## src/rtl/nvm_guard_pkg.sv

```systemverilog
/*
 * Shared constants and carrier types for the memory write guard and
 * table read block: register offsets, control bit positions, unlock keys,
 * area codes and the readable address ranges of the configuration space.
 * Assumes a 32-bit APB register bus and a byte-wide flash array port.
 */
package nvm_guard_pkg;

    // ************************************************************
    // Register map (byte addresses)
    // ************************************************************
    localparam logic [7:0] CTRL_OFS = 8'h00;
    localparam logic [7:0] UNLOCK_OFS = 8'h04;
    localparam logic [7:0] POINTER_OFS = 8'h08;
    localparam logic [7:0] LATCH_OFS = 8'h0C;

    // ************************************************************
    // memory_control_one fields
    // ************************************************************
    localparam int READ_BIT = 0;
    localparam int TRIGGER_BIT = 1;
    localparam int PERMIT_BIT = 2;
    localparam int FAULT_BIT = 3;
    localparam int AREA_LSB = 6;
    localparam int AREA_MSB = 7;
    localparam logic [7:0] CTRL_RESET = 8'h00;

    // ************************************************************
    // Unlock keys, area codes, widths
    // ************************************************************
    localparam logic [7:0] KEY_FIRST = 8'h55;
    localparam logic [7:0] KEY_SECOND = 8'hAA;
    localparam int ADDR_W = 22;
    localparam logic [1:0] AREA_FLASH = 2'h0;
    localparam logic [1:0] AREA_CFG_A = 2'h1;
    localparam logic [1:0] AREA_CFG_B = 2'h3;
    localparam logic [ADDR_W-1:0] POINTER_RESET = 22'h00_0000;
    localparam logic [7:0] LATCH_RESET = 8'h00;
    localparam logic [ADDR_W-1:0] FLASH_TOP = 22'h00_7FFF;

    // ************************************************************
    // Readable windows of the configuration space
    // ************************************************************
    localparam int RANGE_COUNT = 4;
    localparam logic [RANGE_COUNT-1:0][ADDR_W-1:0] RANGE_LO = {
        22'h3F_FFFC, 22'h3F_0000, 22'h30_0000, 22'h20_0000};
    localparam logic [RANGE_COUNT-1:0][ADDR_W-1:0] RANGE_HI = {
        22'h3F_FFFF, 22'h3F_003F, 22'h30_0009, 22'h20_000F};

    typedef enum logic [1:0] {
        ST_IDLE = 2'b00,
        ST_READ = 2'b01,
        ST_WRITE = 2'b10
    } seq_state_t;

    typedef struct packed {
        logic rd;
        logic wr;
        logic [ADDR_W-1:0] addr;
        logic [7:0] wdata;
    } flash_req_t;

    typedef enum logic [1:0] {
        UNLOCK_NONE = 2'b00,
        UNLOCK_HALF = 2'b01,
        UNLOCK_ARMED = 2'b10
    } unlock_state_t;

endpackage

```

## src/rtl/area_range_check.sv

```systemverilog
/*
 * Address legality check for table reads. Holds only combinational logic.
 * Assumes the area code and pointer are stable while a read is pending.
 */
module area_range_check (
    input wire logic [1:0] area,
    input wire logic [nvm_guard_pkg::ADDR_W-1:0] addr,
    output logic in_range
);

    logic [nvm_guard_pkg::RANGE_COUNT-1:0] hit;
    logic cfg_area;

    // ************************************************************
    // One comparator pair per readable window
    // ************************************************************
    genvar i;
    generate
        for (i = 0; i < nvm_guard_pkg::RANGE_COUNT; i++) begin : g_win
            assign hit[i] = (addr >= nvm_guard_pkg::RANGE_LO[i]) &&
                            (addr <= nvm_guard_pkg::RANGE_HI[i]);
        end
    endgenerate

    assign cfg_area = (area == nvm_guard_pkg::AREA_CFG_A) ||
                      (area == nvm_guard_pkg::AREA_CFG_B);

    always_comb begin
        if (cfg_area) begin
            in_range = |hit;
        end else if (area == nvm_guard_pkg::AREA_FLASH) begin
            in_range = (addr <= nvm_guard_pkg::FLASH_TOP);
        end else begin
            in_range = 1'b0;
        end
    end

endmodule

```

## src/rtl/nvm_write_guard.sv

```systemverilog
/*
 * Write guard and table read engine of the non-volatile memory controller.
 * Software reaches it over APB; the far side is a byte-wide flash port
 * with request/acknowledge handshakes. Reset causes arrive as levels
 * that are valid while sys_rst is high.
 */
// The address map and register access over APB were chosen for this implementation.
// Operation
// - A pin or watchdog reset that cuts a write short sets the program fault flag.
// - The program trigger only sets, and a write only starts, while the permit bit is set.
// - Hardware clears the permit bit only on reset; otherwise it holds the last value software wrote.
// - Each write needs a fresh unlock sequence plus the permit bit before it is accepted.
// - Area codes 01 and 11 point table reads at the configuration and identity space.
// - A table read copies the byte at the table pointer into the table latch.
// - The bus master is held in wait states until the table read byte is in the latch.
// - A table read outside the readable windows clears the table latch to zero.
module nvm_write_guard (
    input wire logic sys_clk,
    input wire logic sys_rst,
    input wire logic power_on_reset,
    input wire logic reset_from_pin,
    input wire logic reset_from_watchdog,
    input wire logic psel,
    input wire logic penable,
    input wire logic pwrite,
    input wire logic [7:0] paddr,
    input wire logic [31:0] pwdata,
    output logic [31:0] prdata,
    output logic pready,
    output logic pslverr,
    output nvm_guard_pkg::flash_req_t flash_req,
    input wire logic flash_rd_ack,
    input wire logic [7:0] flash_rd_data,
    input wire logic flash_wr_done
);

    // ************************************************************
    // Storage
    // ************************************************************
    logic [31:0] prdata_reg;
    logic pready_reg;
    logic pslverr_reg;

    nvm_guard_pkg::flash_req_t flash_req_reg;
    nvm_guard_pkg::seq_state_t state_reg;
    nvm_guard_pkg::unlock_state_t unlock_reg;

    logic [1:0] area_reg;
    logic permit_reg;
    logic fault_reg;
    logic rd_pend_reg;

    logic [nvm_guard_pkg::ADDR_W-1:0] pointer_reg;
    logic [7:0] latch_reg;

    logic setup;
    logic access;
    logic mapped;
    logic rd_cmd;
    logic ctrl_wr;

    logic trig_ok;
    logic in_range;
    logic read_done;

    logic [7:0] ctrl_view;
    logic [31:0] read_mux;

    assign prdata = prdata_reg;
    assign pready = pready_reg;
    assign pslverr = pslverr_reg;
    assign flash_req = flash_req_reg;

    // ************************************************************
    // Bus decode
    // ************************************************************
    // Setup opens a transfer; access is the edge where it lands
    assign setup = psel && !penable;
    assign access = psel && penable && pready_reg;

    // Unknown offsets answer with an error
    assign mapped = (paddr == nvm_guard_pkg::CTRL_OFS) ||
                    (paddr == nvm_guard_pkg::UNLOCK_OFS) ||
                    (paddr == nvm_guard_pkg::POINTER_OFS) ||
                    (paddr == nvm_guard_pkg::LATCH_OFS);

    // A read command is taken at setup so the stall starts at once
    assign rd_cmd = setup && pwrite && (paddr == nvm_guard_pkg::CTRL_OFS) &&
                    pwdata[nvm_guard_pkg::READ_BIT];
    assign ctrl_wr = access && pwrite && (paddr == nvm_guard_pkg::CTRL_OFS);

    // Trigger accepted only when permitted, freshly unlocked and idle
    assign trig_ok = ctrl_wr && pwdata[nvm_guard_pkg::TRIGGER_BIT] && permit_reg &&
                     (unlock_reg == nvm_guard_pkg::UNLOCK_ARMED) &&
                     (state_reg == nvm_guard_pkg::ST_IDLE);

    // Out-of-range reads finish without touching the array
    assign read_done = (state_reg == nvm_guard_pkg::ST_READ) &&
                       (!in_range || (flash_req_reg.rd && flash_rd_ack));

    // Trigger and read bits read back as busy flags
    always_comb begin
        ctrl_view = 8'h00;
        ctrl_view[nvm_guard_pkg::AREA_MSB:nvm_guard_pkg::AREA_LSB] = area_reg;
        ctrl_view[nvm_guard_pkg::FAULT_BIT] = fault_reg;
        ctrl_view[nvm_guard_pkg::PERMIT_BIT] = permit_reg;
        ctrl_view[nvm_guard_pkg::TRIGGER_BIT] = (state_reg == nvm_guard_pkg::ST_WRITE);
        ctrl_view[nvm_guard_pkg::READ_BIT] = rd_pend_reg;
    end

    // Write-only and unmapped offsets read as zero
    always_comb begin
        unique case (paddr)
            nvm_guard_pkg::CTRL_OFS: read_mux = {24'h00_0000, ctrl_view};
            nvm_guard_pkg::POINTER_OFS: read_mux = {10'h000, pointer_reg};
            nvm_guard_pkg::LATCH_OFS: read_mux = {24'h00_0000, latch_reg};
            default: read_mux = 32'h0000_0000;
        endcase
    end

    // Checks the registered area and pointer
    area_range_check u_range (
        .area(area_reg),
        .addr(pointer_reg),
        .in_range(in_range)
    );

    // ************************************************************
    // APB answer
    // ************************************************************
    // Ordinary accesses answer one cycle after setup; a table read
    // command holds pready low until the latch is loaded.
    always_ff @(posedge sys_clk) begin
        if (sys_rst) begin
            pready_reg <= 1'b0;
            pslverr_reg <= 1'b0;
            prdata_reg <= 32'h0000_0000;
        end else begin
            pready_reg <= 1'b0;
            pslverr_reg <= 1'b0;
            if (setup && !rd_cmd) begin
                pready_reg <= 1'b1;
                pslverr_reg <= !mapped;
                prdata_reg <= pwrite ? 32'h0000_0000 : read_mux;
            end else if (read_done) begin
                pready_reg <= 1'b1;
                prdata_reg <= 32'h0000_0000;
            end
        end
    end

    always_ff @(posedge sys_clk) begin
        if (sys_rst) begin
            rd_pend_reg <= 1'b0;
        end else if (rd_cmd) begin
            rd_pend_reg <= 1'b1;
        end else if (read_done) begin
            rd_pend_reg <= 1'b0;
        end
    end

    // ************************************************************
    // Sequencer
    // ************************************************************
    // A pending read wins over a trigger in the same cycle
    always_ff @(posedge sys_clk) begin
        if (sys_rst) begin
            state_reg <= nvm_guard_pkg::ST_IDLE;
        end else begin
            unique case (state_reg)
                nvm_guard_pkg::ST_IDLE: begin
                    if (rd_pend_reg) begin
                        state_reg <= nvm_guard_pkg::ST_READ;
                    end else if (trig_ok) begin
                        state_reg <= nvm_guard_pkg::ST_WRITE;
                    end
                end
                nvm_guard_pkg::ST_READ: begin
                    if (read_done) begin
                        state_reg <= nvm_guard_pkg::ST_IDLE;
                    end
                end
                nvm_guard_pkg::ST_WRITE: begin
                    if (flash_req_reg.wr && flash_wr_done) begin
                        state_reg <= nvm_guard_pkg::ST_IDLE;
                    end
                end
                default: state_reg <= nvm_guard_pkg::ST_IDLE;
            endcase
        end
    end

    // ************************************************************
    // Flash port
    // ************************************************************
    // Requests are levels held until the array answers;
    // a reset drops them, so the array must abort on it
    always_ff @(posedge sys_clk) begin
        if (sys_rst) begin
            flash_req_reg <= '0;
        end else begin
            if (state_reg == nvm_guard_pkg::ST_IDLE && rd_pend_reg) begin
                flash_req_reg.addr <= pointer_reg;
            end else if (trig_ok && !rd_pend_reg) begin
                flash_req_reg.wr <= 1'b1;
                flash_req_reg.addr <= pointer_reg;
                flash_req_reg.wdata <= latch_reg;
            end
            if (state_reg == nvm_guard_pkg::ST_READ && in_range &&
                !flash_req_reg.rd && !flash_rd_ack) begin
                flash_req_reg.rd <= 1'b1;
            end else if (flash_req_reg.rd && flash_rd_ack) begin
                flash_req_reg.rd <= 1'b0;
            end
            if (flash_req_reg.wr && flash_wr_done) begin
                flash_req_reg.wr <= 1'b0;
            end
        end
    end

    // ************************************************************
    // Unlock sequence
    // ************************************************************
    // Any other write breaks a half-done sequence; any trigger attempt
    // consumes an armed one, so every write needs its own sequence.
    // Idle cycles between the two keys do not break it.
    always_ff @(posedge sys_clk) begin
        if (sys_rst) begin
            unlock_reg <= nvm_guard_pkg::UNLOCK_NONE;
        end else if (access && pwrite) begin
            if (paddr == nvm_guard_pkg::UNLOCK_OFS) begin
                if (pwdata[7:0] == nvm_guard_pkg::KEY_FIRST) begin
                    unlock_reg <= nvm_guard_pkg::UNLOCK_HALF;
                end else if (pwdata[7:0] == nvm_guard_pkg::KEY_SECOND &&
                             unlock_reg == nvm_guard_pkg::UNLOCK_HALF) begin
                    unlock_reg <= nvm_guard_pkg::UNLOCK_ARMED;
                end else begin
                    unlock_reg <= nvm_guard_pkg::UNLOCK_NONE;
                end
            end else if (ctrl_wr && pwdata[nvm_guard_pkg::TRIGGER_BIT]) begin
                unlock_reg <= nvm_guard_pkg::UNLOCK_NONE;
            end else if (unlock_reg == nvm_guard_pkg::UNLOCK_HALF) begin
                unlock_reg <= nvm_guard_pkg::UNLOCK_NONE;
            end
        end
    end

    // ************************************************************
    // Control fields
    // ************************************************************
    // Permit changes only by a software write or a reset, never by the sequencer.
    // A read command uses the area already in place: set the area
    // with an earlier write before asking for a read.
    always_ff @(posedge sys_clk) begin
        if (sys_rst) begin
            permit_reg <= nvm_guard_pkg::CTRL_RESET[nvm_guard_pkg::PERMIT_BIT];
            area_reg <= nvm_guard_pkg::CTRL_RESET[nvm_guard_pkg::AREA_MSB:nvm_guard_pkg::AREA_LSB];
        end else if (ctrl_wr) begin
            permit_reg <= pwdata[nvm_guard_pkg::PERMIT_BIT];
            area_reg <= pwdata[nvm_guard_pkg::AREA_MSB:nvm_guard_pkg::AREA_LSB];
        end
    end

    // The fault flag is the one control bit that a warm reset keeps:
    // of the resets only power-on clears it, so software can see the cut write.
    // Set only under reset, software clear only outside it; power-on wins over a set.
    always_ff @(posedge sys_clk) begin
        if (sys_rst) begin
            if (power_on_reset) begin
                fault_reg <= 1'b0;
            end else if (state_reg == nvm_guard_pkg::ST_WRITE &&
                         (reset_from_pin || reset_from_watchdog)) begin
                fault_reg <= 1'b1;
            end
        end else if (ctrl_wr && !pwdata[nvm_guard_pkg::FAULT_BIT]) begin
            fault_reg <= 1'b0;
        end
    end

    // ************************************************************
    // Pointer and latch
    // ************************************************************
    // Upper pointer bits from the bus are dropped
    always_ff @(posedge sys_clk) begin
        if (sys_rst) begin
            pointer_reg <= nvm_guard_pkg::POINTER_RESET;
        end else if (access && pwrite && paddr == nvm_guard_pkg::POINTER_OFS) begin
            pointer_reg <= pwdata[nvm_guard_pkg::ADDR_W-1:0];
        end
    end

    // Software loads the latch with write data; a table read overwrites it
    always_ff @(posedge sys_clk) begin
        if (sys_rst) begin
            latch_reg <= nvm_guard_pkg::LATCH_RESET;
        end else if (read_done) begin
            latch_reg <= in_range ? flash_rd_data : 8'h00;
        end else if (access && pwrite && paddr == nvm_guard_pkg::LATCH_OFS) begin
            latch_reg <= pwdata[7:0];
        end
    end

endmodule

```

## config.mk

```make
export PLATFORM = sky130hd
export DESIGN_NAME = nvm_write_guard
export DESIGN_NICKNAME = d
export VERILOG_FILES = /design/src/rtl/nvm_guard_pkg.sv /design/src/rtl/area_range_check.sv /design/src/rtl/nvm_write_guard.sv
export SDC_FILE = /design/constraint.sdc
export NUM_CORES = 1
export LEC_CHECK = 0
export BUFFER_PORTS_ARGS = -buffer_cell sky130_fd_sc_hd__buf_4
export CAP_MARGIN = 20
export CORE_ASPECT_RATIO = 2
export CORE_MARGIN = 2
export CORE_UTILIZATION = 51
export CTS_BUF_LIST = sky130_fd_sc_hd__clkbuf_8 sky130_fd_sc_hd__clkbuf_16
export DETAILED_ROUTE_END_ITERATION = 6
export GPL_ROUTABILITY_DRIVEN = 0
export PLACE_DENSITY = 0.8
export RECOVER_POWER = 50
export SYNTH_ARGS = -nofsm -noshare
export SYNTH_HDL_FRONTEND = slang
export SYNTH_SLANG_ARGS = --single-unit
```

## constraint.sdc

```tcl
create_clock -name sys_clk -period 2.66 [get_ports sys_clk]
set_input_delay 0.266 -clock sys_clk [delete_from_list [all_inputs] [get_ports sys_clk]]
set_output_delay 0.266 -clock sys_clk [all_outputs]
set_load 0.02 [all_outputs]
```

Word level (Yosys, flattened, before mapping) --
Index checks and enable logic that the tools add are counted.
Word-level totals: word-level logic and storage cells 133, output and inout port bits 66, memories kept 0, memory bits (writable) 0, register bits 105, input bits 58, memory bits (read-only) 0, bits in latches 0
Operators by class: magnitude comparators 9, shifts and indexed selects 0, bitwise gates (word level) 2, $mul 0, reduce and logical (&&, ||, !) cells 61, divide/modulo/power cells 0, add/sub/neg operators 0, multiplexer cells 31, equality and inequality tests 15
Operator list (number):
- $mux 32 | 3
- $ge 22x22->1 const B | 4
- $le 22x22->1 const B | 4
- $pmux 22 s3 | 1
- $logic_and 1x1->1 | 30
- $mux 30 | 1
- $mux 8 | 3
- $le 22x15->1 const B | 1
- $mux 22 | 1
- $mux 2 | 9
- $eq 8x4->1 const B | 2
- $mux 1 | 12
- $reduce_bool 2->1 | 6
- $eq 8x3->1 const B | 1
- $eq 8x7->1 const B | 1
- $eq 8x8->1 const B | 1
- $logic_not 1->1 | 8
- $logic_not 8->1 | 1
- $eq 2x1->1 const B | 3
- $eq 2x2->1 const B | 3
- $logic_or 1x1->1 | 6
- $pmux 2 s3 | 1
- $reduce_and 2->1 | 3
- $logic_not 2->1 | 2
- other kinds (9) | 11

Depth between registers and ports, before layout --
Gate-level depths: netlist (run 1).
depth after elaboration 11, mapped depth 9, mapped depth without buffers 6

Hierarchy --
Synthesis (run 1) repeated with hierarchy kept, for this count alone.
Second synthesis, totals: cell total of the unflattened synthesis 486, area total of the unflattened synthesis 4503.1 µm²
By module, submodules not included:
- nvm_write_guard | area each 4380.5 µm², sequential area each 1911.8 µm², cells each 465, instances 1
- area_range_check | area each 122.6 µm², sequential area each 0.0 µm², cells each 21, instances 1

Worst setup path after synthesis (run 1) --
OpenSTA, ideal clock, no wires.
path type input to register, start point input paddr[5], end point register prdata_reg[12] (netlist: prdata[12]), required time 2601 ps, arrival 2163 ps, setup slack 438 ps, library setup time 59 ps, stages 7, path buffers 2, cells stage by stage or4_4 -> or2_1 -> or4_4 -> buf_6 -> nor3b_4 -> buf_6 -> a22o_1
On the way: cells in the longest elaborated chain, start to end 6, elaborated cells between the ends (all ways) 11, classes of those cells eq/ne: 2; mux: 3; reduce/logical: 6
Ends and longest elaborated chain:
- start, declared | line nvm_write_guard.sv:26 | input wire logic [7:0] paddr,
- parallel branches: the longest is 6 deep, another holds $mux 32
- end signal, assigned | line nvm_write_guard.sv:144 | prdata_reg <= pwrite ? 32'h0000_0000 : read_mux;
- end, declared | line nvm_write_guard.sv:40 | logic [31:0] prdata_reg;
Parallel ways; which one is timed is not known. A chain may end at the register's enable or synchronous reset.

Worst setup path after layout (run 1) --
start point register pointer_reg[12] (netlist bit), end point register latch_reg[7]
On the way: cells in the longest elaborated chain, start to end 8, elaborated cells between the ends (all ways) 22, classes of those cells order compare: 9; mux: 4; reduce/logical: 9
Ends and longest elaborated chain:
- start, declared | line nvm_write_guard.sv:53 | logic [nvm_guard_pkg::ADDR_W-1:0] pointer_reg;
- start signal, assigned | line nvm_write_guard.sv:286 | pointer_reg <= nvm_guard_pkg::POINTER_RESET;
- start signal, assigned | line nvm_write_guard.sv:288 | pointer_reg <= pwdata[nvm_guard_pkg::ADDR_W-1:0];
- $ge 22x22->1 / $le 22x22->1 (equally long branches) | line area_range_check.sv:20, area_range_check.sv:21
- $logic_and 1x1->1 | line area_range_check.sv:20 | assign hit[i] = (addr >= nvm_guard_pkg::RANGE_LO[i]) &&
- $reduce_or 4->1 | line area_range_check.sv:30 | in_range = |hit;
- $mux 1 * | line area_range_check.sv:29 | if (cfg_area) begin
- $logic_not 1->1 | line nvm_write_guard.sv:99 | (!in_range || (flash_req_reg.rd && flash_rd_ack));
- $logic_or 1x1->1 | line nvm_write_guard.sv:99
- $logic_and 1x1->1 | line nvm_write_guard.sv:98 | assign read_done = (state_reg == nvm_guard_pkg::ST_READ) &&
- $mux 8 / $reduce_bool 2->1 (equally long branches)
- end signal, assigned | line nvm_write_guard.sv:295 | latch_reg <= nvm_guard_pkg::LATCH_RESET;
- end signal, assigned | line nvm_write_guard.sv:297 | latch_reg <= in_range ? flash_rd_data : 8'h00;
- end signal, assigned | line nvm_write_guard.sv:299 | latch_reg <= pwdata[7:0];
- end, declared | line nvm_write_guard.sv:54 | logic [7:0] latch_reg;
Mark *: on every way between the ends. The rest lies on a longest branch, timed or not.

==> impl_metrics.prom, run 1 <==
# TYPE chip_impl_metric gauge
chip_impl_metric{name="number_of_flops_mapped_to_enable_cells_by_yosys",unit=""} 1
chip_impl_metric{name="post-dp-hpwl",unit="um"} 8210
chip_impl_metric{name="timing.hold.worst_path_depth",unit=""} 2
chip_impl_info{name="worst_setup_path_start_kind",value="flip-flop"} 1
chip_impl_metric{name="top_level_ports",unit=""} 124
chip_impl_metric{name="grt-ovfl-total",unit=""} 0
chip_impl_metric{name="postSynthCellCount",unit=""} 441
chip_impl_metric{name="area_growth",unit="%"} 23.4
chip_impl_info{name="critical-path-slowest-cell",value="sky130_fd_sc_hd__a311oi_4"} 1
chip_impl_metric{name="avgSynthCellArea",unit="um^2"} 9.12
chip_impl_metric{name="drv_slew",unit=""} 0
chip_impl_info{name="clk_root_buffer_cell",value="sky130_fd_sc_hd__clkbuf_16"} 1
chip_impl_metric{name="post_synthesis_register_bit_count",unit=""} 95
chip_impl_info{name="timing.critical_path.cells",value="or4_1, nor4_2, o2111ai_2, a311oi_4, nand2_1, a221oi_2"} 1
chip_impl_metric{name="grt_first_pass_wirelength",unit="um"} 17200
chip_impl_metric{name="seq_area_frac_synth",unit=""} 0.475
chip_impl_metric{name="reg2reg_depth",unit=""} 6
chip_impl_metric{name="cts_max_level",unit=""} 3
chip_impl_metric{name="post_route_cells_drive_above_1_share",unit=""} 0.192
chip_impl_metric{name="achievable-frequency",unit="MHz"} 399
chip_impl_metric{name="total_drc_errors_in_the_routed_layout",unit=""} 0
chip_impl_metric{name="slowest_delay",unit="ps"} 530
chip_impl_metric{name="first_global_vias",unit=""} 3563
chip_impl_metric{name="critical_path.max_fanout",unit=""} 8
chip_impl_metric{name="final.period_utilization",unit=""} 0.942
chip_impl_metric{name="netlist_area",unit="um^2"} 4020
chip_impl_metric{name="peakVddDrop",unit="mV"} 0.448
chip_impl_metric{name="starting_density_of_the_core",unit=""} 0.529
chip_impl_metric{name="portBuffers",unit=""} 103
chip_impl_metric{name="rel_slew_slack",unit=""} 0.485
chip_impl_info{name="outcome",value="completed"} 1
chip_impl_metric{name="clock-sinks",unit=""} 95
chip_impl_metric{name="max_cap_viol_count",unit=""} 0
chip_impl_info{name="worst-setup-path-type",value="flip-flop to flip-flop"} 1
chip_impl_info{name="regToRegStartpoint",value="pointer_reg[12]"} 1
chip_impl_metric{name="path_buf_inv",unit=""} 0
chip_impl_metric{name="stdcell_count",unit=""} 646
chip_impl_metric{name="finalNetCount",unit=""} 605
chip_impl_metric{name="largest_register_ffs",unit=""} 32
chip_impl_info{name="layout.cells.most_common",value="sky130_fd_sc_hd__dfxtp_1"} 1
chip_impl_metric{name="postLayoutCellArea",unit="um^2"} 4960
chip_impl_metric{name="1st_iter_drt_viols",unit=""} 255
chip_impl_metric{name="finalClockSkew",unit="ps"} 6.16
chip_impl_metric{name="grt_start_max_net_pins",unit=""} 64
chip_impl_info{name="crit-reg2reg-capture",value="latch_reg[7]"} 1
chip_impl_metric{name="synth_cell_types",unit=""} 52
chip_impl_metric{name="final.min_clock_period",unit="ps"} 2500
chip_impl_metric{name="cts-resized-gates",unit=""} 0
chip_impl_info{name="holdCritStartpoint",value="flash_rd_ack"} 1
chip_impl_metric{name="hold-worst-slack",unit="ps"} 105
chip_impl_metric{name="antenna_found_initial",unit=""} 0
chip_impl_metric{name="route.detailed.wl_per_inst",unit="um"} 17.2
chip_impl_metric{name="vias_per_cell",unit=""} 5.67
chip_impl_metric{name="postCtsSetupRepairBufs",unit=""} 0
chip_impl_metric{name="worst-slew-pin-transition",unit="ps"} 772
chip_impl_info{name="crit_family",value="compound AO/OA/AOI/OAI gates"} 1
chip_impl_metric{name="cts_hold_repair.buffers",unit=""} 0
chip_impl_metric{name="routed_wl",unit="um"} 11100
chip_impl_metric{name="hold_viol",unit=""} 0
chip_impl_metric{name="critical_path_required",unit="ps"} 2910
chip_impl_info{name="clock_tree_from_tritoncts",value="built"} 1
chip_impl_metric{name="dp_area",unit="um^2"} 4880
chip_impl_metric{name="drt_pre_antenna_iters",unit=""} 4
chip_impl_metric{name="num_rows",unit=""} 45
chip_impl_info{name="most-common-layout-cells",value="sky130_fd_sc_hd__dfxtp_1 (94), sky130_fd_sc_hd__nand2_1 (91), sky130_fd_sc_hd__buf_4 (61)"} 1
chip_impl_metric{name="insertion_delay_to_the_later_sink_of_the_worst_skew_pair",unit="ps"} 340
chip_impl_metric{name="clk_pin_slew_worst_paths",unit="ps"} 60
chip_impl_metric{name="detail-route-antenna-nets",unit=""} 0
chip_impl_metric{name="totalNegativeSetupSlack",unit="ps"} 0
chip_impl_metric{name="floorplan.die.width",unit="um"} 66.8
chip_impl_info{name="rsz0062_at_grt",value="false"} 1
chip_impl_metric{name="grtUsageTotal",unit=""} 0.269
chip_impl_metric{name="power-per-cell-area",unit="nW/um^2"} 586
chip_impl_info{name="hold_path.class",value="input pin to flip-flop"} 1
chip_impl_metric{name="r2r_setup_slack",unit="ps"} 160
chip_impl_metric{name="coreArea",unit="um^2"} 7600
chip_impl_metric{name="yosys_warnings",unit=""} 0
chip_impl_metric{name="setup-violations-final",unit=""} 0
chip_impl_metric{name="cts_buffer_depth",unit=""} 2
chip_impl_metric{name="die_height",unit="um"} 130
chip_impl_metric{name="critPathArrivalTime",unit="ps"} 2760
chip_impl_info{name="synth-main-ff-cell",value="sky130_fd_sc_hd__dfxtp_1"} 1
chip_impl_metric{name="cts_buffers",unit=""} 9
chip_impl_metric{name="fp.dieArea",unit="um^2"} 8660
chip_impl_metric{name="diodes",unit=""} 0
chip_impl_info{name="whs_endpoint",value="flash_req[31]"} 1
chip_impl_info{name="timing.critical_path.to_type",value="flip-flop"} 1
chip_impl_metric{name="detailroute.via_count",unit=""} 3660
chip_impl_metric{name="total_leakage_power",unit="nW"} 1.96
chip_impl_metric{name="place.detailed.instances",unit=""} 630
chip_impl_metric{name="async_flop_share",unit=""} 0
==> where the power goes <==
part	total [W]	internal [W]	leakage (nW)	switching [W]
Sequential	0.00143	0.00143	0.766	0.00000125
Combinational	0.000137	0.0000595	1.04	0.0000772
Clock	0.00134	0.000816	0.153	0.000528
==> how the worst max path moves through the flow <==
stage,startpoint,to,slack [ps],depth (start not counted)
global route,paddr[5],pointer_reg[6],7,7
finish,pointer_reg[12],latch_reg[7],160,6
detailed placement,pointer_reg[12],latch_reg[7],170,7
floorplan,paddr[5],prdata[12],440,7
global placement,pointer_reg[12],latch_reg[6],240,7
CTS,pointer_reg[12],latch_reg[7],140,7
==> final cells by class <==
type,instances,area [um^2]
Multi-Input combinational cell,310,1890
Clock buffer,9,225
Sequential cell,95,1910
Tap cell,94,118
Inverter,10,37.5
Clock inverter,7,88.8
Fill cell,707,2640
Timing Repair Buffer,121,688
==> logic make-up after synthesis <==
family | synth area share
AOI/OAI and AO/OA | 0.175
muxes | 0.0790
DFF | 0.475
other | 0.000932
and+or+nand+nor | 0.210
buffers and inverters | 0.0603
==> synth_stat cells, drive strengths merged (6+ instances only) <==
library cell | instances | area [um^2]
a221oi | 8 | 120
buf | 20 | 139
inv | 10 | 37.5
mux2 | 6 | 67.6
nand4 | 6 | 37.5
nand3 | 7 | 35.0
nor2 | 29 | 109
nand2 | 91 | 342
clkbuf | 15 | 66.3
a22o | 15 | 136
mux2i | 25 | 250
o21ai | 18 | 90.1
dfxtp | 94 | 1880
a21oi | 41 | 205
==> metal layers <==
layer,global-route usage,up-vias,part of all wire
li1,-,1741,-
met4,0.160,0,0.059
met1,0.260,1724,0.33
met5,0,-,0
met3,0.0503,45,0.049
met2,0.505,150,0.56
==> through the flow <==
stage	utilization	worst slack (ps)	power, W
finish	0.653	155	0.00291
global route	0.653	6.77	0.00298
CTS	0.683	142	0.00293
detailed placement	0.642	170	0.00160
global placement	0.642	235	0.00160
floorplan	-	438	0.00153
No activity file was read; power rests on OpenSTA's default activity.
==> run 2, diff against run 1 <==
==> constraint.sdc (replaced) <==
create_clock -name sys_clk -period 2.4 [get_ports sys_clk]
set_input_delay 0.24 -clock sys_clk [delete_from_list [all_inputs] [get_ports sys_clk]]
set_output_delay 0.24 -clock sys_clk [all_outputs]
set_load 0.02 [all_outputs]
==> run 2 against run 1 <==
Final area increased by 2.3%. Sequential power is 10% higher. Critical path type unchanged. Worst setup slack got worse by 73 ps. Clock power hardly changed. Highest routed layer unchanged. First-iteration DRC count rose by 12%. Total power up 5.3%. Flip-flop and latch count stayed put. Die area unchanged. Final cell count is 1.7% higher.
==> impl_metrics.prom, run 2 (synthesized netlist as in run 1, its figures left out) <==
# TYPE chip_impl_metric gauge
chip_impl_info{name="outcome",value="completed"} 1
chip_impl_metric{name="power-per-cell-area",unit="nW/um^2"} 603
chip_impl_metric{name="layout.filler_cells",unit=""} 700
chip_impl_metric{name="cts_buffers",unit=""} 9
chip_impl_metric{name="largest_register_ffs",unit=""} 32
chip_impl_info{name="rsz0062_at_grt",value="false"} 1
chip_impl_info{name="regToRegStartpoint",value="pointer_reg[6]"} 1
chip_impl_info{name="hold_path.class",value="input pin to flip-flop"} 1
chip_impl_metric{name="grt_start_max_net_pins",unit=""} 75
chip_impl_info{name="holdCritStartpoint",value="flash_rd_ack"} 1
chip_impl_metric{name="netSwitchingPower",unit="W"} 0.000666
chip_impl_metric{name="clk_pin_slew_worst_paths",unit="ps"} 60
chip_impl_metric{name="peakVddDrop",unit="mV"} 0.421
chip_impl_metric{name="insertion_delay_to_the_later_sink_of_the_worst_skew_pair",unit="ps"} 340
chip_impl_info{name="layout.cells.most_common",value="sky130_fd_sc_hd__dfxtp_1"} 1
chip_impl_metric{name="rel_slew_slack",unit=""} 0.478
chip_impl_metric{name="portBuffers",unit=""} 103
chip_impl_info{name="worst-setup-path-type",value="flip-flop to flip-flop"} 1
chip_impl_metric{name="post-dp-hpwl",unit="um"} 8520
chip_impl_metric{name="final.period_utilization",unit=""} 0.966
chip_impl_metric{name="die_height",unit="um"} 130
chip_impl_metric{name="setup-violations-final",unit=""} 0
chip_impl_metric{name="combPwrFrac",unit=""} 0.050
chip_impl_metric{name="max_cap_viol_count",unit=""} 0
chip_impl_metric{name="cts_max_level",unit=""} 3
chip_impl_metric{name="layout_setup_ws",unit="ps"} 82.8
chip_impl_metric{name="drv_slew",unit=""} 0
chip_impl_metric{name="clock-sinks",unit=""} 95
chip_impl_info{name="clock_tree_from_tritoncts",value="built"} 1
chip_impl_metric{name="grt_first_pass_wirelength",unit="um"} 17600
chip_impl_info{name="critical_path.startpoint",value="pointer_reg[6]"} 1
chip_impl_metric{name="first_global_vias",unit=""} 3743
chip_impl_metric{name="internal_power",unit="W"} 0.00240
chip_impl_metric{name="final.min_clock_period",unit="ps"} 2320
chip_impl_metric{name="top_level_ports",unit=""} 124
chip_impl_metric{name="hold_viol",unit=""} 0
chip_impl_metric{name="grt-ovfl-total",unit=""} 0
chip_impl_metric{name="area_growth",unit="%"} 26.2
chip_impl_metric{name="diodes",unit=""} 0
chip_impl_metric{name="finalNetCount",unit=""} 617
chip_impl_info{name="most-common-layout-cells",value="sky130_fd_sc_hd__dfxtp_1 (94), sky130_fd_sc_hd__nand2_1 (91), sky130_fd_sc_hd__buf_4 (71)"} 1
chip_impl_metric{name="critPathArrivalTime",unit="ps"} 2570
chip_impl_metric{name="critical_path_required",unit="ps"} 2650
chip_impl_metric{name="num_rows",unit=""} 45
chip_impl_metric{name="totalNegativeSetupSlack",unit="ps"} 0
chip_impl_metric{name="share_clk_of_total_power",unit=""} 0.433
chip_impl_info{name="clk_root_buffer_cell",value="sky130_fd_sc_hd__clkbuf_16"} 1
chip_impl_metric{name="1st_iter_drt_viols",unit=""} 286
chip_impl_metric{name="antenna_found_initial",unit=""} 0
chip_impl_metric{name="detailroute.via_count",unit=""} 3691
chip_impl_metric{name="pre_cts_slack",unit="ps"} 13.3
chip_impl_metric{name="vias_per_cell",unit=""} 5.62
chip_impl_metric{name="achievable-frequency",unit="MHz"} 432
chip_impl_metric{name="share_seq_of_total_power",unit=""} 0.517
chip_impl_info{name="timing.critical_path.to_type",value="flip-flop"} 1
chip_impl_metric{name="post_route_cells_drive_above_1_share",unit=""} 0.210
chip_impl_metric{name="worst-slew-pin-transition",unit="ps"} 783
chip_impl_metric{name="coreArea",unit="um^2"} 7600
chip_impl_metric{name="fp.dieArea",unit="um^2"} 8660
chip_impl_metric{name="cts_buffer_depth",unit=""} 2
chip_impl_metric{name="hold-worst-slack",unit="ps"} 87.9
chip_impl_metric{name="floorplan.die.width",unit="um"} 66.8
chip_impl_metric{name="critical_path.max_fanout",unit=""} 8
chip_impl_metric{name="r2r_setup_slack",unit="ps"} 80
chip_impl_metric{name="drt_pre_antenna_iters",unit=""} 4
chip_impl_metric{name="detail-route-antenna-nets",unit=""} 0
chip_impl_metric{name="grtUsageTotal",unit=""} 0.273
chip_impl_metric{name="starting_density_of_the_core",unit=""} 0.529
chip_impl_metric{name="total_leakage_power",unit="nW"} 2.03
chip_impl_metric{name="finalClockSkew",unit="ps"} 5.87
chip_impl_metric{name="power_switching_share",unit=""} 0.217
chip_impl_metric{name="route.detailed.wl_per_inst",unit="um"} 17.4
chip_impl_metric{name="total_drc_errors_in_the_routed_layout",unit=""} 0
chip_impl_metric{name="routed_wl",unit="um"} 11400
chip_impl_info{name="worst_setup_path_start_kind",value="flip-flop"} 1
run 2: per-layer routing:
layer,vias up,part of all wire,global-route usage
li1,1762,-,-
met2,132,0.57,0.516
met4,0,0.057,0.193
met3,38,0.042,0.0425
met1,1759,0.33,0.253
met5,-,0,0
run 2: worst paths after layout:
kind / to / cells past startpoint
worst max-delay path: latch_reg[6] / 7
worst max register to register: latch_reg[6] / 7
worst min-delay path: flash_req[31] / 2
worst min register to register: flash_req[18] / 2
run 2: through the flow:
step | cell area (um^2) | cells | utilization | power [W]
floorplan | 4060 | 450 | - | 0.00170
global placement | 4980 | 640 | 0.655 | 0.00177
detailed placement | 4980 | 640 | 0.655 | 0.00177
CTS | 5260 | 655 | 0.692 | 0.00307
global route | 5080 | 657 | 0.668 | 0.00314
finish | 5080 | 657 | 0.668 | 0.00306
run 2: power groups by stage:
stage / clock [W] / combinational [W] / sequential, W
finish: 0.00133 / 0.000153 / 0.00158
global route: 0.00139 / 0.000165 / 0.00158
CTS: 0.00133 / 0.000154 / 0.00158
detailed placement: 0 / 0.000154 / 0.00162
global placement: 0 / 0.000152 / 0.00162
floorplan: 0 / 0.0000794 / 0.00162
run 2: worst max-delay path, stage by stage (launching register included):
cell and delay, ps:
sky130_fd_sc_hd__dfxtp_1 320, sky130_fd_sc_hd__or4_4 550, sky130_fd_sc_hd__nor4_4 320, sky130_fd_sc_hd__o2111ai_4 210, sky130_fd_sc_hd__a311oi_4 360, sky130_fd_sc_hd__buf_6 170
sky130_fd_sc_hd__nand2_1 70, sky130_fd_sc_hd__a221oi_2 230
run 2: layout make-up:
class	count	area (um^2)	share of cell area
Tap cell	94	118	0.0232
Sequential cell	95	1910	0.376
Clock buffer	11	253	0.0498
Timing Repair Buffer	133	810	0.159
Multi-Input combinational cell	310	1930	0.379
Inverter	10	37.5	0.00739
Clock inverter	4	22.5	0.00443
run 2: timing repair:
item,4_1_cts,5_1_grt
pin swaps,0,4
gates resized for setup,1,4
buffers inserted,0,2
endpoints found under the setup margin,3,8
hold buffers,0,0
